File: config.mk
export PLATFORM = sky130hd
export DESIGN_NAME = owt_window_regs
export DESIGN_NICKNAME = d
export VERILOG_FILES = /design/src/rtl/owt_pkg.sv /design/src/rtl/owt_otp_loader.sv /design/src/rtl/owt_window_regs.sv
export SDC_FILE = /design/constraint.sdc
export NUM_CORES = 1
export LEC_CHECK = 0
export ABC_AREA = 1
export BUFFER_PORTS_ARGS = -buffer_cell sky130_fd_sc_hd__buf_2
export CAP_MARGIN = 20
export CORE_AREA = 2 2 169 171
export DETAILED_ROUTE_END_ITERATION = 8
export DIE_AREA = 0 0 171 173
export SYNTH_ARGS = -nofsm -noshare
export SYNTH_HDL_FRONTEND = slang
export SYNTH_SLANG_ARGS = --single-unit
File: constraint.sdc
create_clock -name ref_clk -period 2.9 [get_ports ref_clk]
set_clock_uncertainty 0.1 [all_clocks]
set_input_delay 0.58 -clock ref_clk [delete_from_list [all_inputs] [get_ports ref_clk]]
set_output_delay 0.58 -clock ref_clk [all_outputs]
set_load 0.03 [all_outputs]
File: src/rtl/owt_pkg.sv
/*
  Constants shared by the OTP window register logic and its loader.
  Assumes an 8-bit register address space and a 10 MHz system clock.
*/
`default_nettype none

package owt_pkg;

  // ==========================================================
  // register offsets
  localparam logic [7:0] ADDR_SEL  = 8'h14;
  localparam logic [7:0] ADDR_STAT = 8'h15;
  localparam logic [7:0] ADDR_TAG0 = 8'h1A;
  localparam logic [7:0] ADDR_TAG1 = 8'h1B;

  // ==========================================================
  // field layout and reset values
  localparam int         CODE_LSB    = 4;
  localparam int         CODE_MSB    = 7;
  localparam int         TAG_EN_BIT  = 7;
  localparam int         TAG_ID_MSB  = 3;
  localparam logic [7:0] SEL_RST     = 8'hE0;
  localparam logic [7:0] STAT_RST    = 8'hE0;
  localparam logic [7:0] TAG_RST     = 8'h00;
  localparam logic [3:0] CODE_LOAD   = 4'h0;
  localparam logic [3:0] CODE_OVERWR = 4'h1;
  localparam logic [3:0] CODE_FIRST  = 4'hA;
  localparam logic [3:0] NIB_ZERO    = 4'h0;
  localparam logic [3:0] IDX_LAST    = 4'hF;
  localparam logic [7:0] BYTE_ZERO   = 8'h00;
  localparam int         WIN_WORDS   = 16;

  // ==========================================================
  // timing: the load must finish inside the host's wait
  localparam int LOAD_MAX_US  = 50;
  localparam int CLK_MHZ      = 10;
  localparam int LOAD_MAX_CYC = LOAD_MAX_US * CLK_MHZ;

  // ==========================================================
  // helpers
  // true for a code that names one 16-address otp range
  function automatic logic is_range_code(input logic [3:0] code);
    return code >= CODE_FIRST;
  endfunction

  // even parity of one stored byte
  function automatic logic par8(input logic [7:0] v);
    return ^v;
  endfunction

endpackage

`default_nettype wire

File: src/rtl/owt_otp_loader.sv
/*
  Copies sixteen otp bytes of one range into the shared window.
  Assumes an otp read port that answers each read strobe with a valid pulse.
*/
`default_nettype none

module owt_otp_loader
  import owt_pkg::*;
(
  input  wire  logic       ref_clk,
  input  wire  logic       rst,
  input  wire  logic       start,
  input  wire  logic [3:0] code,
  input  wire  logic [7:0] otp_rdata,
  input  wire  logic       otp_rvalid,
  output logic       [7:0] otp_addr_q,
  output logic             otp_rd_q,
  output logic             win_we,
  output logic       [3:0] win_idx,
  output logic       [7:0] win_data,
  output logic             busy,
  output logic             done,
  output logic             fail
);

  typedef enum logic [1:0] {OWT_IDLE, OWT_REQ, OWT_WAIT} owt_ld_state_t;

  localparam logic [9:0] WD_LAST = 10'(LOAD_MAX_CYC - 1);

  owt_ld_state_t state_q;
  logic [3:0]    idx_q;
  logic [3:0]    base_q;
  logic [9:0]    wd_q;
  logic          wd_hit;

  assign wd_hit   = (wd_q == WD_LAST);
  assign busy     = (state_q != OWT_IDLE);
  assign win_we   = (state_q == OWT_WAIT) && otp_rvalid;
  assign win_idx  = idx_q;
  assign win_data = otp_rdata;
  assign done     = win_we && (idx_q == IDX_LAST);
  assign fail     = busy && wd_hit && !done && !start;

  // ==========================================================
  // sequence: one read per window word, restart on new start
  always_ff @(posedge ref_clk) begin
    if (rst) begin
      state_q    <= OWT_IDLE;
      idx_q      <= NIB_ZERO;
      base_q     <= NIB_ZERO;
      otp_rd_q   <= 1'b0;
      otp_addr_q <= BYTE_ZERO;
    end else if (start) begin
      state_q <= OWT_REQ;
      idx_q   <= NIB_ZERO;
      base_q  <= code;
      otp_rd_q <= 1'b0;
    end else begin
      otp_rd_q <= 1'b0;
      case (state_q)
        OWT_IDLE: begin
          idx_q <= NIB_ZERO;
        end
        OWT_REQ: begin
          otp_rd_q   <= 1'b1;
          otp_addr_q <= {base_q, idx_q};
          state_q    <= OWT_WAIT;
        end
        OWT_WAIT: begin
          if (wd_hit) begin
            state_q <= OWT_IDLE;        // give up, status stays loading unless the last word arrives this cycle
          end else if (otp_rvalid) begin
            if (idx_q == IDX_LAST) begin
              state_q <= OWT_IDLE;
            end else begin
              idx_q   <= idx_q + 4'h1;
              state_q <= OWT_REQ;
            end
          end
        end
        default: state_q <= OWT_IDLE;
      endcase
    end
  end

  // watchdog bounding one whole load
  always_ff @(posedge ref_clk) begin
    if (rst || start || !busy) begin
      wd_q <= 10'h000;
    end else if (!wd_hit) begin
      wd_q <= wd_q + 10'h001;
    end
  end

  initial begin
    if (LOAD_MAX_CYC < 3 * WIN_WORDS || LOAD_MAX_CYC > 1023) begin
      $error("load time does not fit the watchdog");
    end
  end

endmodule

`default_nettype wire

File: src/rtl/owt_window_regs.sv
/*
  Otp window select/status registers, the shared 16-byte window and the
  two source-tag registers with their channel routing.
  Assumes a same-clock register port from the serial front end, an otp read
  port, and mode and lock levels from logic on the same clock.
*/
// Behaviour
// - six otp regions share one sixteen-register readable window.
// - codes A..F load A0h..FFh; 2..9 reserved; 0,1 select nothing.
// - status field reads zero while a load is copying.
// - status reads 0001 after the user overwrites the window.
// - finished load shows its code in status, matching the request.
// - any otp address reads window word of its low nibble.
// - no error for reading outside the loaded range.
// - with lock set all writes here are ignored.
// - after lock only the region loaded at locking stays readable.
// - status register is read-only; writes leave it unchanged.
// - select and status take part in array error detection.
// - two tag registers, enable bit and tag code, error checked.
// - spi mode, enabled tag carries its matching sensor result.
// - spi mode, disabled tag carries the spi error response.
// - i2c mode, enable bits set read wrap-around.
// - i2c mode, tag codes stay read/write but do nothing.
`default_nettype none

module owt_window_regs
  import owt_pkg::*;
#(
  parameter int RESULT_W = 16
) (
  input  wire  logic                ref_clk,
  input  wire  logic                rst,
  // register port
  input  wire  logic [7:0]          reg_addr,
  input  wire  logic                reg_wr,
  input  wire  logic [7:0]          reg_wdata,
  input  wire  logic                reg_rd,
  output logic       [7:0]          reg_rdata_q,
  // device mode and lock
  input  wire  logic                spi_mode,
  input  wire  logic                init_complete_lock,
  // otp array read port
  output logic       [7:0]          otp_addr_q,
  output logic                      otp_rd_q,
  input  wire  logic [7:0]          otp_rdata,
  input  wire  logic                otp_rvalid,
  // sensor results and tag channels
  input  wire  logic [RESULT_W-1:0] sensor_result_zero,
  input  wire  logic [RESULT_W-1:0] sensor_result_one,
  output logic       [RESULT_W-1:0] tag0_data_q,
  output logic       [3:0]          tag0_id_q,
  output logic                      tag0_err_q,
  output logic       [RESULT_W-1:0] tag1_data_q,
  output logic       [3:0]          tag1_id_q,
  output logic                      tag1_err_q,
  output logic                      wrap_en0_q,
  output logic                      wrap_en1_q,
  // status
  output logic                      load_busy_q,
  output logic                      array_err_q
);

  // ==========================================================
  // declarations
  logic [7:0] win_q [WIN_WORDS];
  logic [3:0] sel_code_q;
  logic [3:0] stat_code_q;
  logic [3:0] ld_code_q;
  logic [7:0] tag0_q;
  logic [7:0] tag1_q;
  logic [3:0] par_q;
  logic       boot_q;
  logic       start_q;
  logic       wr_ok;
  logic       win_hit;
  logic       user_win_wr;
  logic       sel_wr;
  logic [3:0] new_code;
  logic       ld_we;
  logic [3:0] ld_idx;
  logic [7:0] ld_data;
  logic       ld_busy;
  logic       ld_done;
  logic       ld_fail;
  logic [7:0] sel_byte;
  logic [7:0] stat_byte;
  logic [3:0] par_now;

  // ==========================================================
  // write decode
  // lock blocks writes
  assign wr_ok       = reg_wr && !init_complete_lock;
  assign win_hit     = is_range_code(reg_addr[CODE_MSB:CODE_LSB]);
  assign sel_wr      = wr_ok && (reg_addr == ADDR_SEL);
  assign new_code    = reg_wdata[CODE_MSB:CODE_LSB];
  // user writes into the window are held off while a load runs
  assign user_win_wr = wr_ok && win_hit && !ld_busy;
  assign sel_byte    = {sel_code_q, NIB_ZERO};
  assign stat_byte   = {stat_code_q, NIB_ZERO};

  // ==========================================================
  // window select register
  // host stores request code
  always_ff @(posedge ref_clk) begin
    if (rst) begin
      sel_code_q <= SEL_RST[CODE_MSB:CODE_LSB];
    end else if (sel_wr) begin
      sel_code_q <= new_code;           // low nibble reads as zero
    end
  end

  // load launch: after reset and on each range code written
  // only range codes load
  always_ff @(posedge ref_clk) begin
    if (rst) begin
      boot_q    <= 1'b1;
      start_q   <= 1'b0;
      ld_code_q <= SEL_RST[CODE_MSB:CODE_LSB];
    end else begin
      boot_q  <= 1'b0;
      start_q <= 1'b0;
      if (boot_q) begin
        start_q <= 1'b1;
      end else if (sel_wr && is_range_code(new_code)) begin
        start_q   <= 1'b1;
        ld_code_q <= new_code;
      end
    end
  end

  // ==========================================================
  // otp loader
  owt_otp_loader u_loader (
    .ref_clk    (ref_clk),
    .rst        (rst),
    .start      (start_q),
    .code       (ld_code_q),
    .otp_rdata  (otp_rdata),
    .otp_rvalid (otp_rvalid),
    .otp_addr_q (otp_addr_q),
    .otp_rd_q   (otp_rd_q),
    .win_we     (ld_we),
    .win_idx    (ld_idx),
    .win_data   (ld_data),
    .busy       (ld_busy),
    .done       (ld_done),
    .fail       (ld_fail)
  );

  // ==========================================================
  // window status register, hardware-written only
  // no host write path
  always_ff @(posedge ref_clk) begin
    if (rst) begin
      stat_code_q <= STAT_RST[CODE_MSB:CODE_LSB];
    end else if (start_q) begin
      stat_code_q <= CODE_LOAD;
    end else if (ld_done) begin
      stat_code_q <= ld_code_q;
    end else if (user_win_wr) begin
      stat_code_q <= CODE_OVERWR;
    end
  end

  // busy flag, also set at the launch cycle
  always_ff @(posedge ref_clk) begin
    if (rst) begin
      load_busy_q <= 1'b0;
    end else begin
      load_busy_q <= start_q || (ld_busy && !ld_done && !ld_fail);
    end
  end

  // ==========================================================
  // shared window
  // sixteen shared words
  always_ff @(posedge ref_clk) begin
    if (rst) begin
      for (int i = 0; i < WIN_WORDS; i++) begin
        win_q[i] <= BYTE_ZERO;
      end
    end else if (ld_we) begin
      win_q[ld_idx] <= ld_data;
    end else if (user_win_wr) begin
      win_q[reg_addr[3:0]] <= reg_wdata;
    end
  end

  // ==========================================================
  // source tag registers
  // tag registers writable
  always_ff @(posedge ref_clk) begin
    if (rst) begin
      tag0_q <= TAG_RST;
      tag1_q <= TAG_RST;
    end else if (wr_ok) begin
      if (reg_addr == ADDR_TAG0) begin
        tag0_q <= reg_wdata;
      end
      if (reg_addr == ADDR_TAG1) begin
        tag1_q <= reg_wdata;
      end
    end
  end

  // ==========================================================
  // array error detection: parity stored beside select, status and both tag registers
  assign par_now = {par8(tag1_q), par8(tag0_q), par8(stat_byte), par8(sel_byte)};

  // reference parity follows every legitimate update
  always_ff @(posedge ref_clk) begin
    if (rst) begin
      par_q <= {par8(TAG_RST), par8(TAG_RST), par8(STAT_RST), par8(SEL_RST)};
    end else begin
      if (sel_wr) begin
        par_q[0] <= par8({new_code, NIB_ZERO});
      end
      if (start_q) begin
        par_q[1] <= par8({CODE_LOAD, NIB_ZERO});
      end else if (ld_done) begin
        par_q[1] <= par8({ld_code_q, NIB_ZERO});
      end else if (user_win_wr) begin
        par_q[1] <= par8({CODE_OVERWR, NIB_ZERO});
      end
      if (wr_ok && reg_addr == ADDR_TAG0) begin
        par_q[2] <= par8(reg_wdata);
      end
      if (wr_ok && reg_addr == ADDR_TAG1) begin
        par_q[3] <= par8(reg_wdata);
      end
    end
  end

  always_ff @(posedge ref_clk) begin
    if (rst) begin
      array_err_q <= 1'b0;
    end else if (par_now != par_q) begin
      array_err_q <= 1'b1;              // sticky until reset
    end
  end

  // ==========================================================
  // read path
  // low nibble picks word
  always_ff @(posedge ref_clk) begin
    if (rst) begin
      reg_rdata_q <= BYTE_ZERO;
    end else if (reg_rd) begin
      if (win_hit) begin
        reg_rdata_q <= win_q[reg_addr[3:0]];
      end else begin
        case (reg_addr)
          ADDR_SEL:  reg_rdata_q <= sel_byte;
          ADDR_STAT: reg_rdata_q <= stat_byte;
          ADDR_TAG0: reg_rdata_q <= tag0_q;
          ADDR_TAG1: reg_rdata_q <= tag1_q;
          default:   reg_rdata_q <= BYTE_ZERO;
        endcase
      end
    end
  end

  // ==========================================================
  // tag channel routing in spi mode
  always_ff @(posedge ref_clk) begin
    if (rst || !spi_mode) begin
      tag0_data_q <= '0;
      tag1_data_q <= '0;
      tag0_id_q   <= NIB_ZERO;
      tag1_id_q   <= NIB_ZERO;
      tag0_err_q  <= 1'b0;
      tag1_err_q  <= 1'b0;
    end else begin
      tag0_id_q <= tag0_q[TAG_ID_MSB:0];
      tag1_id_q <= tag1_q[TAG_ID_MSB:0];
      tag0_data_q <= tag0_q[TAG_EN_BIT] ? sensor_result_zero : '0;
      tag1_data_q <= tag1_q[TAG_EN_BIT] ? sensor_result_one : '0;
      tag0_err_q  <= !tag0_q[TAG_EN_BIT];
      tag1_err_q  <= !tag1_q[TAG_EN_BIT];
    end
  end

  // ==========================================================
  // read wrap-around control in i2c mode
  // enables drive wrap
  always_ff @(posedge ref_clk) begin
    if (rst || spi_mode) begin
      wrap_en0_q <= 1'b0;
      wrap_en1_q <= 1'b0;
    end else begin
      wrap_en0_q <= tag0_q[TAG_EN_BIT];
      wrap_en1_q <= tag1_q[TAG_EN_BIT];
    end
  end

  initial begin
    if (RESULT_W < 1 || RESULT_W > 32) begin
      $error("RESULT_W out of range");
    end
  end

endmodule

`default_nettype wire
* Yosys cells after proc, flatten, opt, wreduce, memory -nomap -nowiden
Memories as Yosys holds them, arrays and structs flattened.
Index checks and enable logic that the tools add are counted.
** Storage, ports and cells
- Bits in registers :: 117
- Memory bits (writable) :: 128
- Input port bits :: 63
- Output and inout bits :: 63
- Word-level logic and storage cells :: 141
- Memories kept :: 1
** Memories
- win_q :: words 16, width 8, read ports 1, clocked after memory_dff 0, wr ports 16, RTL line owt_window_regs.sv:65 : logic [7:0] win_q [WIN_WORDS];
** Cells by class
- Add/sub/neg operators :: 2
- $lt $le $gt $ge :: 2
- Equal/unequal tests :: 15
- Mux-type cells :: 35
- Bitwise logic cells :: 5
- Reduce and logical (&&, ||, !) cells :: 51
** Operators with widths (count)
- XOR reduction 8 bit :: 7
- == test 8 x 5 -> 1 bit, second input constant :: 4
- two-way mux 4 bit :: 8
- one-hot mux 8 bit (4 select lines) :: 1
- two-way mux 8 bit :: 3
- two-way mux 1 bit :: 19
- OR reduction 8 bit :: 2
- logical AND 1 bit :: 14
- AND reduction 2 bit :: 6
- adder 10 x 1 -> 10 bit, second input constant :: 1
- == test 10 x 9 -> 1 bit, second input constant :: 1
- greater-or-equal comparator 4 bit, second input constant :: 2
- zero test 1 bit :: 8
- inequality test 2 bit, second input constant :: 4
- one-hot mux 4 bit (2 select lines) :: 1
- one-hot mux 2 bit (3 select lines) :: 1
- nonzero test 2 bit :: 3
- OR reduction 2 bit :: 3
- logical OR 1 bit :: 5
- inverter 1 bit :: 5
- adder 4 x 1 -> 4 bit, second input constant :: 1
- == test 4 bit, second input constant :: 1
- two-way mux 2 bit :: 2
- inequality test 4 x 3 -> 1 bit, second input constant :: 1
- 7 further kinds :: 7

* Longest topological paths before layout
Gate-level depths: netlist of run 1.
- Depth after elaboration :: 10
- Depth in mapped cells :: 13

* Modules after synthesis
From an unflattened synthesis of run 1, not the netlist that was laid out.
** Second synthesis, totals
- Cells, all modules :: 1285
- Area total of the unflattened synthesis :: 11566.1 um^2
** By module, submodules not included
- owt_window_regs :: times used 1, cells each 1104, area an instance 10203.5 um^2, seq. area each 5605.4 um^2
- owt_otp_loader :: times used 1, cells each 181, area an instance 1362.6 um^2, seq. area each 580.6 um^2

* Least setup slack after synthesis of run 1
OpenSTA, ideal clock, no wires.
- Path type :: input-to-reg
- Start :: input reg_addr[5]
- End :: memory win_q[5][0] (enable)
- Setup time :: 329 ps
- Arrival time :: 1918 ps
- Required time :: 2471 ps
- Slack :: 553 ps
- Cell stages on the path :: 12
- Path buffers :: 1
- Cell sequence :: nor2_2 > nor2_4 > nand3_2 > inv_2 > nand2_4 > buf_6 > nand2_1 > nand2_1 > nand2_1 > nor2_1 > nand2_2 > nand2_1
** RTL lines
- start, declared :: RTL line owt_window_regs.sv:34 : input wire logic [7:0] reg_addr,
- end, declared :: RTL line owt_window_regs.sv:65

==> impl_metrics.env, run 1 <==
export IMPL_antenna_cells=0
export IMPL_worstSetupPathType="register to register"
export IMPL_maxSlewViolCount=0
export IMPL_postCtsResizedCells=0
export IMPL_synth_net_count=1391
export IMPL_rr_endpoint="win_q[3][1]$_SDFFCE_PN0P_"
export IMPL_synth_area_leaders="edfxtp_1 35%, dfxtp_1 21%, nand2_1 14%, nor2_1 8.2%, inv_1 3.8%"
export IMPL_cts_root_buf="clkbuf_16"
export IMPL_wirelength_um=28800
export IMPL_global_route_overflow_total=0
export IMPL_timing_critical_path_mode_cell="nand2_1"
export IMPL_synth_distinct_cells=36
export IMPL_timing_hold_worst_start="spi_mode"
export IMPL_num_rows=61
export IMPL_drt_drc_violations_left=0
export IMPL_setup_fix_bufs_post_cts=0
export IMPL_netlist_top_cells_count="393 x nand2_1, 238 x nor2_1, 128 x edfxtp_1"
export IMPL_htree_num_levels=1
export IMPL_final_layout_size_suffix_gt1_share_pct=17.2
export IMPL_drt_vias_per_instance=4.80
export IMPL_floorplan_die_width_um=171
export IMPL_max_stage_delay_ns=0.35
export IMPL_cts_hold_fix_buffers=0
export IMPL_per_instance_average_area_after_synthesis_um2=8.27
export IMPL_cp_max_fo=8
export IMPL_fp_dieArea_um2=29600
export IMPL_nets=1541
export IMPL_start_kind="register"
export IMPL_maximum_ir_drop_on_the_vdd_rail_mv=0.501
export IMPL_synth_largest_area_cell="edfxtp_1"
export IMPL_layout_min_cycle_time_ns=2.59
export IMPL_required_time_reported_for_the_critical_path_endpoint_ns=3.01
export IMPL_synth_most_common_cell="nand2_1"
export IMPL_timing_hold_worst_class="primary input to register"
export IMPL_clk_pin_slew_ns=0.06
export IMPL_routed_via_count=8948
export IMPL_design_core_area_um2=27600
export IMPL_detail_route_wl_per_cell_um=15.5
export IMPL_grt_max_degree=37
export IMPL_seq_area_frac_synth_pct=56.6
export IMPL_gate_count_of_the_mapped_netlist=1320
export IMPL_tritoncts_num_buffers=27
export IMPL_number_of_endpoints_with_negative_hold_slack_in_the_final_report=0
export IMPL_initial_core_util_pct=39.5
export IMPL_antenna_found_initial=0
export IMPL_total_negative_slack_ns=0
export IMPL_globalplace_congestion=0.829
export IMPL_buf_inv_stages_crit_path=2
export IMPL_instances_no_fill=1865
export IMPL_tritoncts_clock_tree="built"
export IMPL_synth_area_um2=10900
export IMPL_timing_hold_worst_endpoint="wrap_en0_q$_SDFF_PP0_"
export IMPL_critPathSlowestCell="dfxtp_1"
export IMPL_total_grt_usage_pct=19.6
export IMPL_slew_headroom_pct=63.3
export IMPL_post_route_util_pct=47.3
export IMPL_worstMarginPinSlew_ns=0.548
export IMPL_clock_insertion_delay_worst_skew_ns=0.55
export IMPL_clock_tree_buffer_depth=3
export IMPL_synth_top_flop_cell="edfxtp_1"
export IMPL_synthArstFlopShare_pct=0
export IMPL_layout_worst_path_cycle_share_pct=89.3
export IMPL_post_dp_hpwl_um=20400
export IMPL_power_density_nw_per_um2=599
export IMPL_pin_count=126
export IMPL_synth_top_cell_area_share_pct=35.2
export IMPL_yosys_register_bits=245
export IMPL_outcome="finished clean"
export IMPL_detail_route_first_pass_iterations=5
export IMPL_rrSetupSlack_ns=0.31
export IMPL_grt_setup_unrepaired="false"
export IMPL_initialDrtViolationCount=786
export IMPL_first_global_vias=8584
export IMPL_flow_area_growth_from_synthesis_pct=19.8
export IMPL_die_height_um=173
export IMPL_power_leakage_nw=6.09
export IMPL_cp_end_kind="register"
export IMPL_place_ws_ns=0.205
export IMPL_ant_nets=0
export IMPL_tritoncts_num_sinks=245
export IMPL_max_freq_mhz=386
export IMPL_gate_family_responsible_for_the_most_delay_along_the_worst_path="simple AND/OR/NAND/NOR gates"
export IMPL_finalWorstSetupSlack_ns=0.310
export IMPL_synth_enable_flop_cells=128
export IMPL_maxCapViolCount=0
export IMPL_worst_endpoint_arrival_ns=2.70
export IMPL_report_final_setup_viol=0
export IMPL_r2r_start="u_loader.state_q[0]$_SDFFE_PP0P_"
export IMPL_buffer_ports_inserted=125
export IMPL_reg2regPathDepth=11
export IMPL_path_cells="inv_1 > ha_1 > nand2_1 > inv_1 > nor2_2 > nand3_1 > nand2_1 > nand2_1 > nor2_2 > nand2_2 > nand2_1"
export IMPL_synth_yosys_warnings=0
export IMPL_whs_path_depth=2
export IMPL_grt_pass1_wl_um=45700
export IMPL_post_place_cells=1819
## worst register-to-register path, cell delays in order, from the launching register on
cell and delay [ns]:
dfxtp_1 0.35, inv_1 0.07, ha_1 0.22, nand2_1 0.12, inv_1 0.08, nor2_2 0.28
nand3_1 0.13, nand2_1 0.15, nand2_1 0.11, nor2_2 0.29, nand2_2 0.10, nand2_1 0.26
## cells in the final DEF, fill, tap and decap left out, types with 13 or more instances in the layout
cell         n
a21oi_1     52
buf_2      125
buf_4       38
clkbuf_16   27
dfxtp_1    117
edfxtp_1   128
inv_1      112
nand2_1    392
nand2_2     14
nand3_1     67
nor2_1     238
o21ai_0     61
xnor2_1     13
## how the worst max path moves through the flow
stage	from	to	slack (ns)	cells after the start
3_5_place_dp	init_complete_lock	win_q[8][2]$_SDFFCE_PN0P_	0.21	10
4_1_cts	u_loader.state_q[0]$_SDFFE_PP0P_	win_q[3][7]$_SDFFCE_PN0P_	0.30	11
6_report	u_loader.state_q[0]$_SDFFE_PP0P_	win_q[3][1]$_SDFFCE_PN0P_	0.31	11
5_1_grt	u_loader.state_q[0]$_SDFFE_PP0P_	win_q[0][3]$_SDFFCE_PN0P_	0.006	11
3_3_place_gp	reg_wr	win_q[0][2]$_SDFFCE_PN0P_	0.24	11
2_1_floorplan	reg_addr[5]	win_q[5][0]$_SDFFCE_PN0P_	0.55	12
## registers in the layout (all words and copies together), names as in the netlist, 8 cells and up
| register | count |
|---|---|
| reg_rdata_q | 8 |
| tag0_data_q | 16 |
| tag0_q | 8 |
| tag1_data_q | 16 |
| tag1_q | 8 |
| u_loader.otp_addr_q | 8 |
| u_loader.wd_q | 10 |
| win_q | 128 |
## report_power, final
part,leakage (nW),switching [W],internal (W)
combinational,3.38,0.000441,0.000189
clock,0.431,0.00140,0.00202
sequential,2.27,0.0000481,0.00374
total,6.09,0.00189,0.00595
## layout make-up
cell class	count	area (um2)
Fill cell	2696	14500
Clock buffer	35	756
Tap cell	378	473
Sequential cell	245	6190
Timing Repair Buffer	167	991
Inverter	121	454
Clock inverter	11	139
Multi-Input combinational cell	908	4080
## cells by family (layout without fill, tap and decap cells)
family,Yosys count,in the layout,synth area share (%)
and+or+nand+nor,747,747,27.8
DFF,245,245,56.6
buffers and inverters,167,334,6.01
AOI/OAI and AO/OA,124,124,5.92
xor gates and xnor gates,23,23,1.84
adders and majority gates,8,8,0.917
muxes,6,6,0.813
## routing by layer
layer	share of wire, %	up-vias	track usage, %
met4	1.6	0	4.73
met2	48	265	33.6
met1	44	4141	26.1
met5	0	-	0
li1	-	4507	-
met3	5.7	35	2.54
## metrics by stage
step / hold WS [ns] / area, um2 / total power [W]
after floorplan: 0.351 / 10900 / 0.00423
after global placement: 0.368 / 12200 / 0.00449
after global routing: 0.118 / 13100 / 0.00813
final: 0.125 / 13100 / 0.00784
after detailed placement: 0.374 / 12200 / 0.00449
after CTS: 0.105 / 13100 / 0.00790
Power figures use the tool's default switching activity.
==> run 2: changes to the inputs <==
--- a/config.mk
+++ b/config.mk
@@ -7,10 +7,10 @@
 export LEC_CHECK = 0
 export ABC_AREA = 1
 export BUFFER_PORTS_ARGS = -buffer_cell sky130_fd_sc_hd__buf_2
-export CAP_MARGIN = 20
 export CORE_AREA = 2 2 169 171
 export DETAILED_ROUTE_END_ITERATION = 8
 export DIE_AREA = 0 0 171 173
+export RECOVER_POWER = 25
 export SYNTH_ARGS = -nofsm -noshare
 export SYNTH_HDL_FRONTEND = slang
 export SYNTH_SLANG_ARGS = --single-unit
==> constraint.sdc (replaced) <==
create_clock -name ref_clk -period 2.6 [get_ports ref_clk]
set_clock_uncertainty 0.1 [all_clocks]
set_input_delay 0.52 -clock ref_clk [delete_from_list [all_inputs] [get_ports ref_clk]]
set_output_delay 0.52 -clock ref_clk [all_outputs]
set_load 0.03 [all_outputs]
==> run 2 against run 1 <==
Compared with the run above: clock-buffer cell count is 4 lower; hold slack worse by 0.075 ns; die area is the same; final area grew 0.81%; via count is 1.8% higher; register-to-register slack got worse by 0.06 ns; clock power is 15% higher; critical path depth shrank 6; sequential power rose by 11%; final cell count grew 0.54%; largest cell class unchanged.
==> impl_metrics.env, run 2 (same netlist as run 1, synthesis figures left out) <==
export IMPL_stdcell_area_um2=13200
export IMPL_detail_route_first_pass_iterations=5
export IMPL_tritoncts_num_buffers=28
export IMPL_routed_via_count=9107
export IMPL_slew_headroom_pct=12.6
export IMPL_floorplan_die_width_um=171
export IMPL_cts_hold_fix_buffers=0
export IMPL_detailed_place_area_um2=12300
export IMPL_post_layout_total_power_w=0.00889
export IMPL_maxCapViolCount=0
export IMPL_nets=1546
export IMPL_total_negative_slack_ns=0
export IMPL_htree_num_levels=1
export IMPL_tritoncts_clock_tree="built"
export IMPL_design_core_area_um2=27600
export IMPL_flow_area_growth_from_synthesis_pct=20.7
export IMPL_first_global_vias=8528
export IMPL_required_time_reported_for_the_critical_path_endpoint_ns=2.70
export IMPL_worstSetupPathType="primary input to register"
export IMPL_p_sw_w=0.00213
export IMPL_power_density_nw_per_um2=674
export IMPL_clock_insertion_delay_worst_skew_ns=0.55
export IMPL_grt_pass1_wl_um=46000
export IMPL_seqPwrFrac_pct=47.5
export IMPL_total_grt_usage_pct=19.8
export IMPL_report_final_setup_viol=0
export IMPL_worst_endpoint_arrival_ns=2.51
export IMPL_reg_largest_list="win_q x128, tag0_data_q x16, tag1_data_q x16"
export IMPL_mostFrequentLayoutCell="nand2_1"
export IMPL_p_int_w=0.00677
export IMPL_wirelength_um=29300
export IMPL_initialDrtViolationCount=833
export IMPL_max_freq_mhz=415
export IMPL_post_dp_hpwl_um=20500
export IMPL_final_layout_size_suffix_gt1_share_pct=14.8
export IMPL_layout_worst_path_cycle_share_pct=92.6
export IMPL_maxSlewViolCount=0
export IMPL_num_rows=61
export IMPL_global_route_overflow_total=0
export IMPL_maximum_ir_drop_on_the_vdd_rail_mv=0.700
export IMPL_pin_count=126
export IMPL_drt_drc_violations_left=0
export IMPL_fin_worst_hold_slack_ns=0.0497
export IMPL_buffer_ports_inserted=125
export IMPL_tritoncts_num_sinks=245
export IMPL_timing_hold_worst_class="primary input to register"
export IMPL_worstMarginPinSlew_ns=1.31
export IMPL_clock_tree_buffer_depth=3
export IMPL_die_height_um=173
export IMPL_detail_route_wl_per_cell_um=15.6
export IMPL_cp_max_fo=37
export IMPL_antenna_found_initial=0
export IMPL_regMostFlops="win_q"
export IMPL_comb_power_share_pct=8.3
export IMPL_cp_end_kind="register"
export IMPL_initial_core_util_pct=39.5
export IMPL_power_leakage_nw=5.94
export IMPL_globalplace_congestion=0.823
export IMPL_area_taken_by_multi_input_logic_gates_um2=4120
export IMPL_drt_vias_per_instance=4.86
export IMPL_antenna_cells=0
export IMPL_fp_dieArea_um2=29600
export IMPL_ant_nets=0
export IMPL_clk_pin_slew_ns=0.06
export IMPL_grt_max_degree=40
export IMPL_largest_register_ffs=128
export IMPL_pwr_share_clk_pct=44.3
export IMPL_layout_min_cycle_time_ns=2.41
export IMPL_grt_setup_unrepaired="false"
export IMPL_layout_cells_most_common_list="381 x nand2_1, 239 x nor2_1, 128 x edfxtp_1"
export IMPL_number_of_endpoints_with_negative_hold_slack_in_the_final_report=0
export IMPL_layout_filler_cells=2753
export IMPL_flip_flop_and_latch_area_um2=6190
export IMPL_start_kind="primary input"
export IMPL_cts_root_buf="clkbuf_16"
export IMPL_outcome="finished clean"
export IMPL_power_share_switching_pct=23.9
## run 2: cell count changes in the layout (fill, tap and decap cells not counted), sizes merged
| cell | previous run | this run |
|---|---|---|
| buf | 167 | 121 |
| clkbuf | 35 | 81 |
| clkinv | 7 | 14 |
| bufinv | 2 | 4 |
| clkinvlp | 3 | 5 |
| inv | 120 | 119 |
## run 2: per-layer routing
| layer | vias up | part of all wire (%) | GRT usage (%) |
|---|---|---|---|
| met2 | 284 | 47 | 32.3 |
| met5 | - | 0 | 0 |
| met1 | 4238 | 44 | 27.2 |
| li1 | 4524 | - | - |
| met3 | 61 | 6.2 | 2.86 |
| met4 | 0 | 2.8 | 6.14 |
## run 2: cell type report
type                       count  share of cell area [%]
sequential                   245                    46.9
multi-input combinational    908                    31.2
timing repair buffer         171                    7.78
clock buffer                  31                    5.40
tap                          378                    3.59
inverter                     121                    3.44
clock inverter                21                    1.66
## run 2: metrics by stage
stage / instances / worst slack, ns / util [%]
2_1_floorplan: 1320 / 0.299 / -
3_3_place_gp: 1823 / 0.00587 / 44.5
3_5_place_dp: 1823 / -0.0155 / 44.5
4_1_cts: 1875 / 0.0200 / 47.8
5_1_grt: 1875 / 0.00603 / 47.7
6_report: 1875 / 0.192 / 47.7
## run 2: timing repair
action | in CTS | in global routing
buffers inserted | 0 | 0
endpoints found under the setup margin | 0 | 165
gates resized for setup | 0 | 14
## run 2: worst paths after layout
kind | from | end | slack (ns) | cells after the start
hold / removal | spi_mode | wrap_en1_q$_SDFF_PP0_ | 0.05 | 2
hold reg to reg | boot_q$_DFF_P_ | start_q$_SDFF_PP0_ | 0.38 | 2
setup reg to reg | u_loader.state_q[0]$_SDFFE_PP0P_ | win_q[4][2]$_SDFFCE_PN0P_ | 0.25 | 11
setup / recovery | rst | win_q[5][0]$_SDFFCE_PN0P_ | 0.19 | 5
## run 2: critical path, stage by stage
cell and delay [ns]:
clkbuf_1 0.18, clkbuf_1 0.75, clkinv_1 0.31, buf_4 0.37, nand2_1 0.35
## run 2: power by group through the flow
| stage | sequential, W | clock [W] | combinational (W) |
|---|---|---|---|
| floorplan | 0.00433 | 0 | 0.000386 |
| global placement | 0.00430 | 0 | 0.000730 |
| detailed placement | 0.00430 | 0 | 0.000734 |
| CTS | 0.00422 | 0.00401 | 0.000738 |
| global route | 0.00423 | 0.00417 | 0.000816 |
| finish | 0.00422 | 0.00394 | 0.000736 |
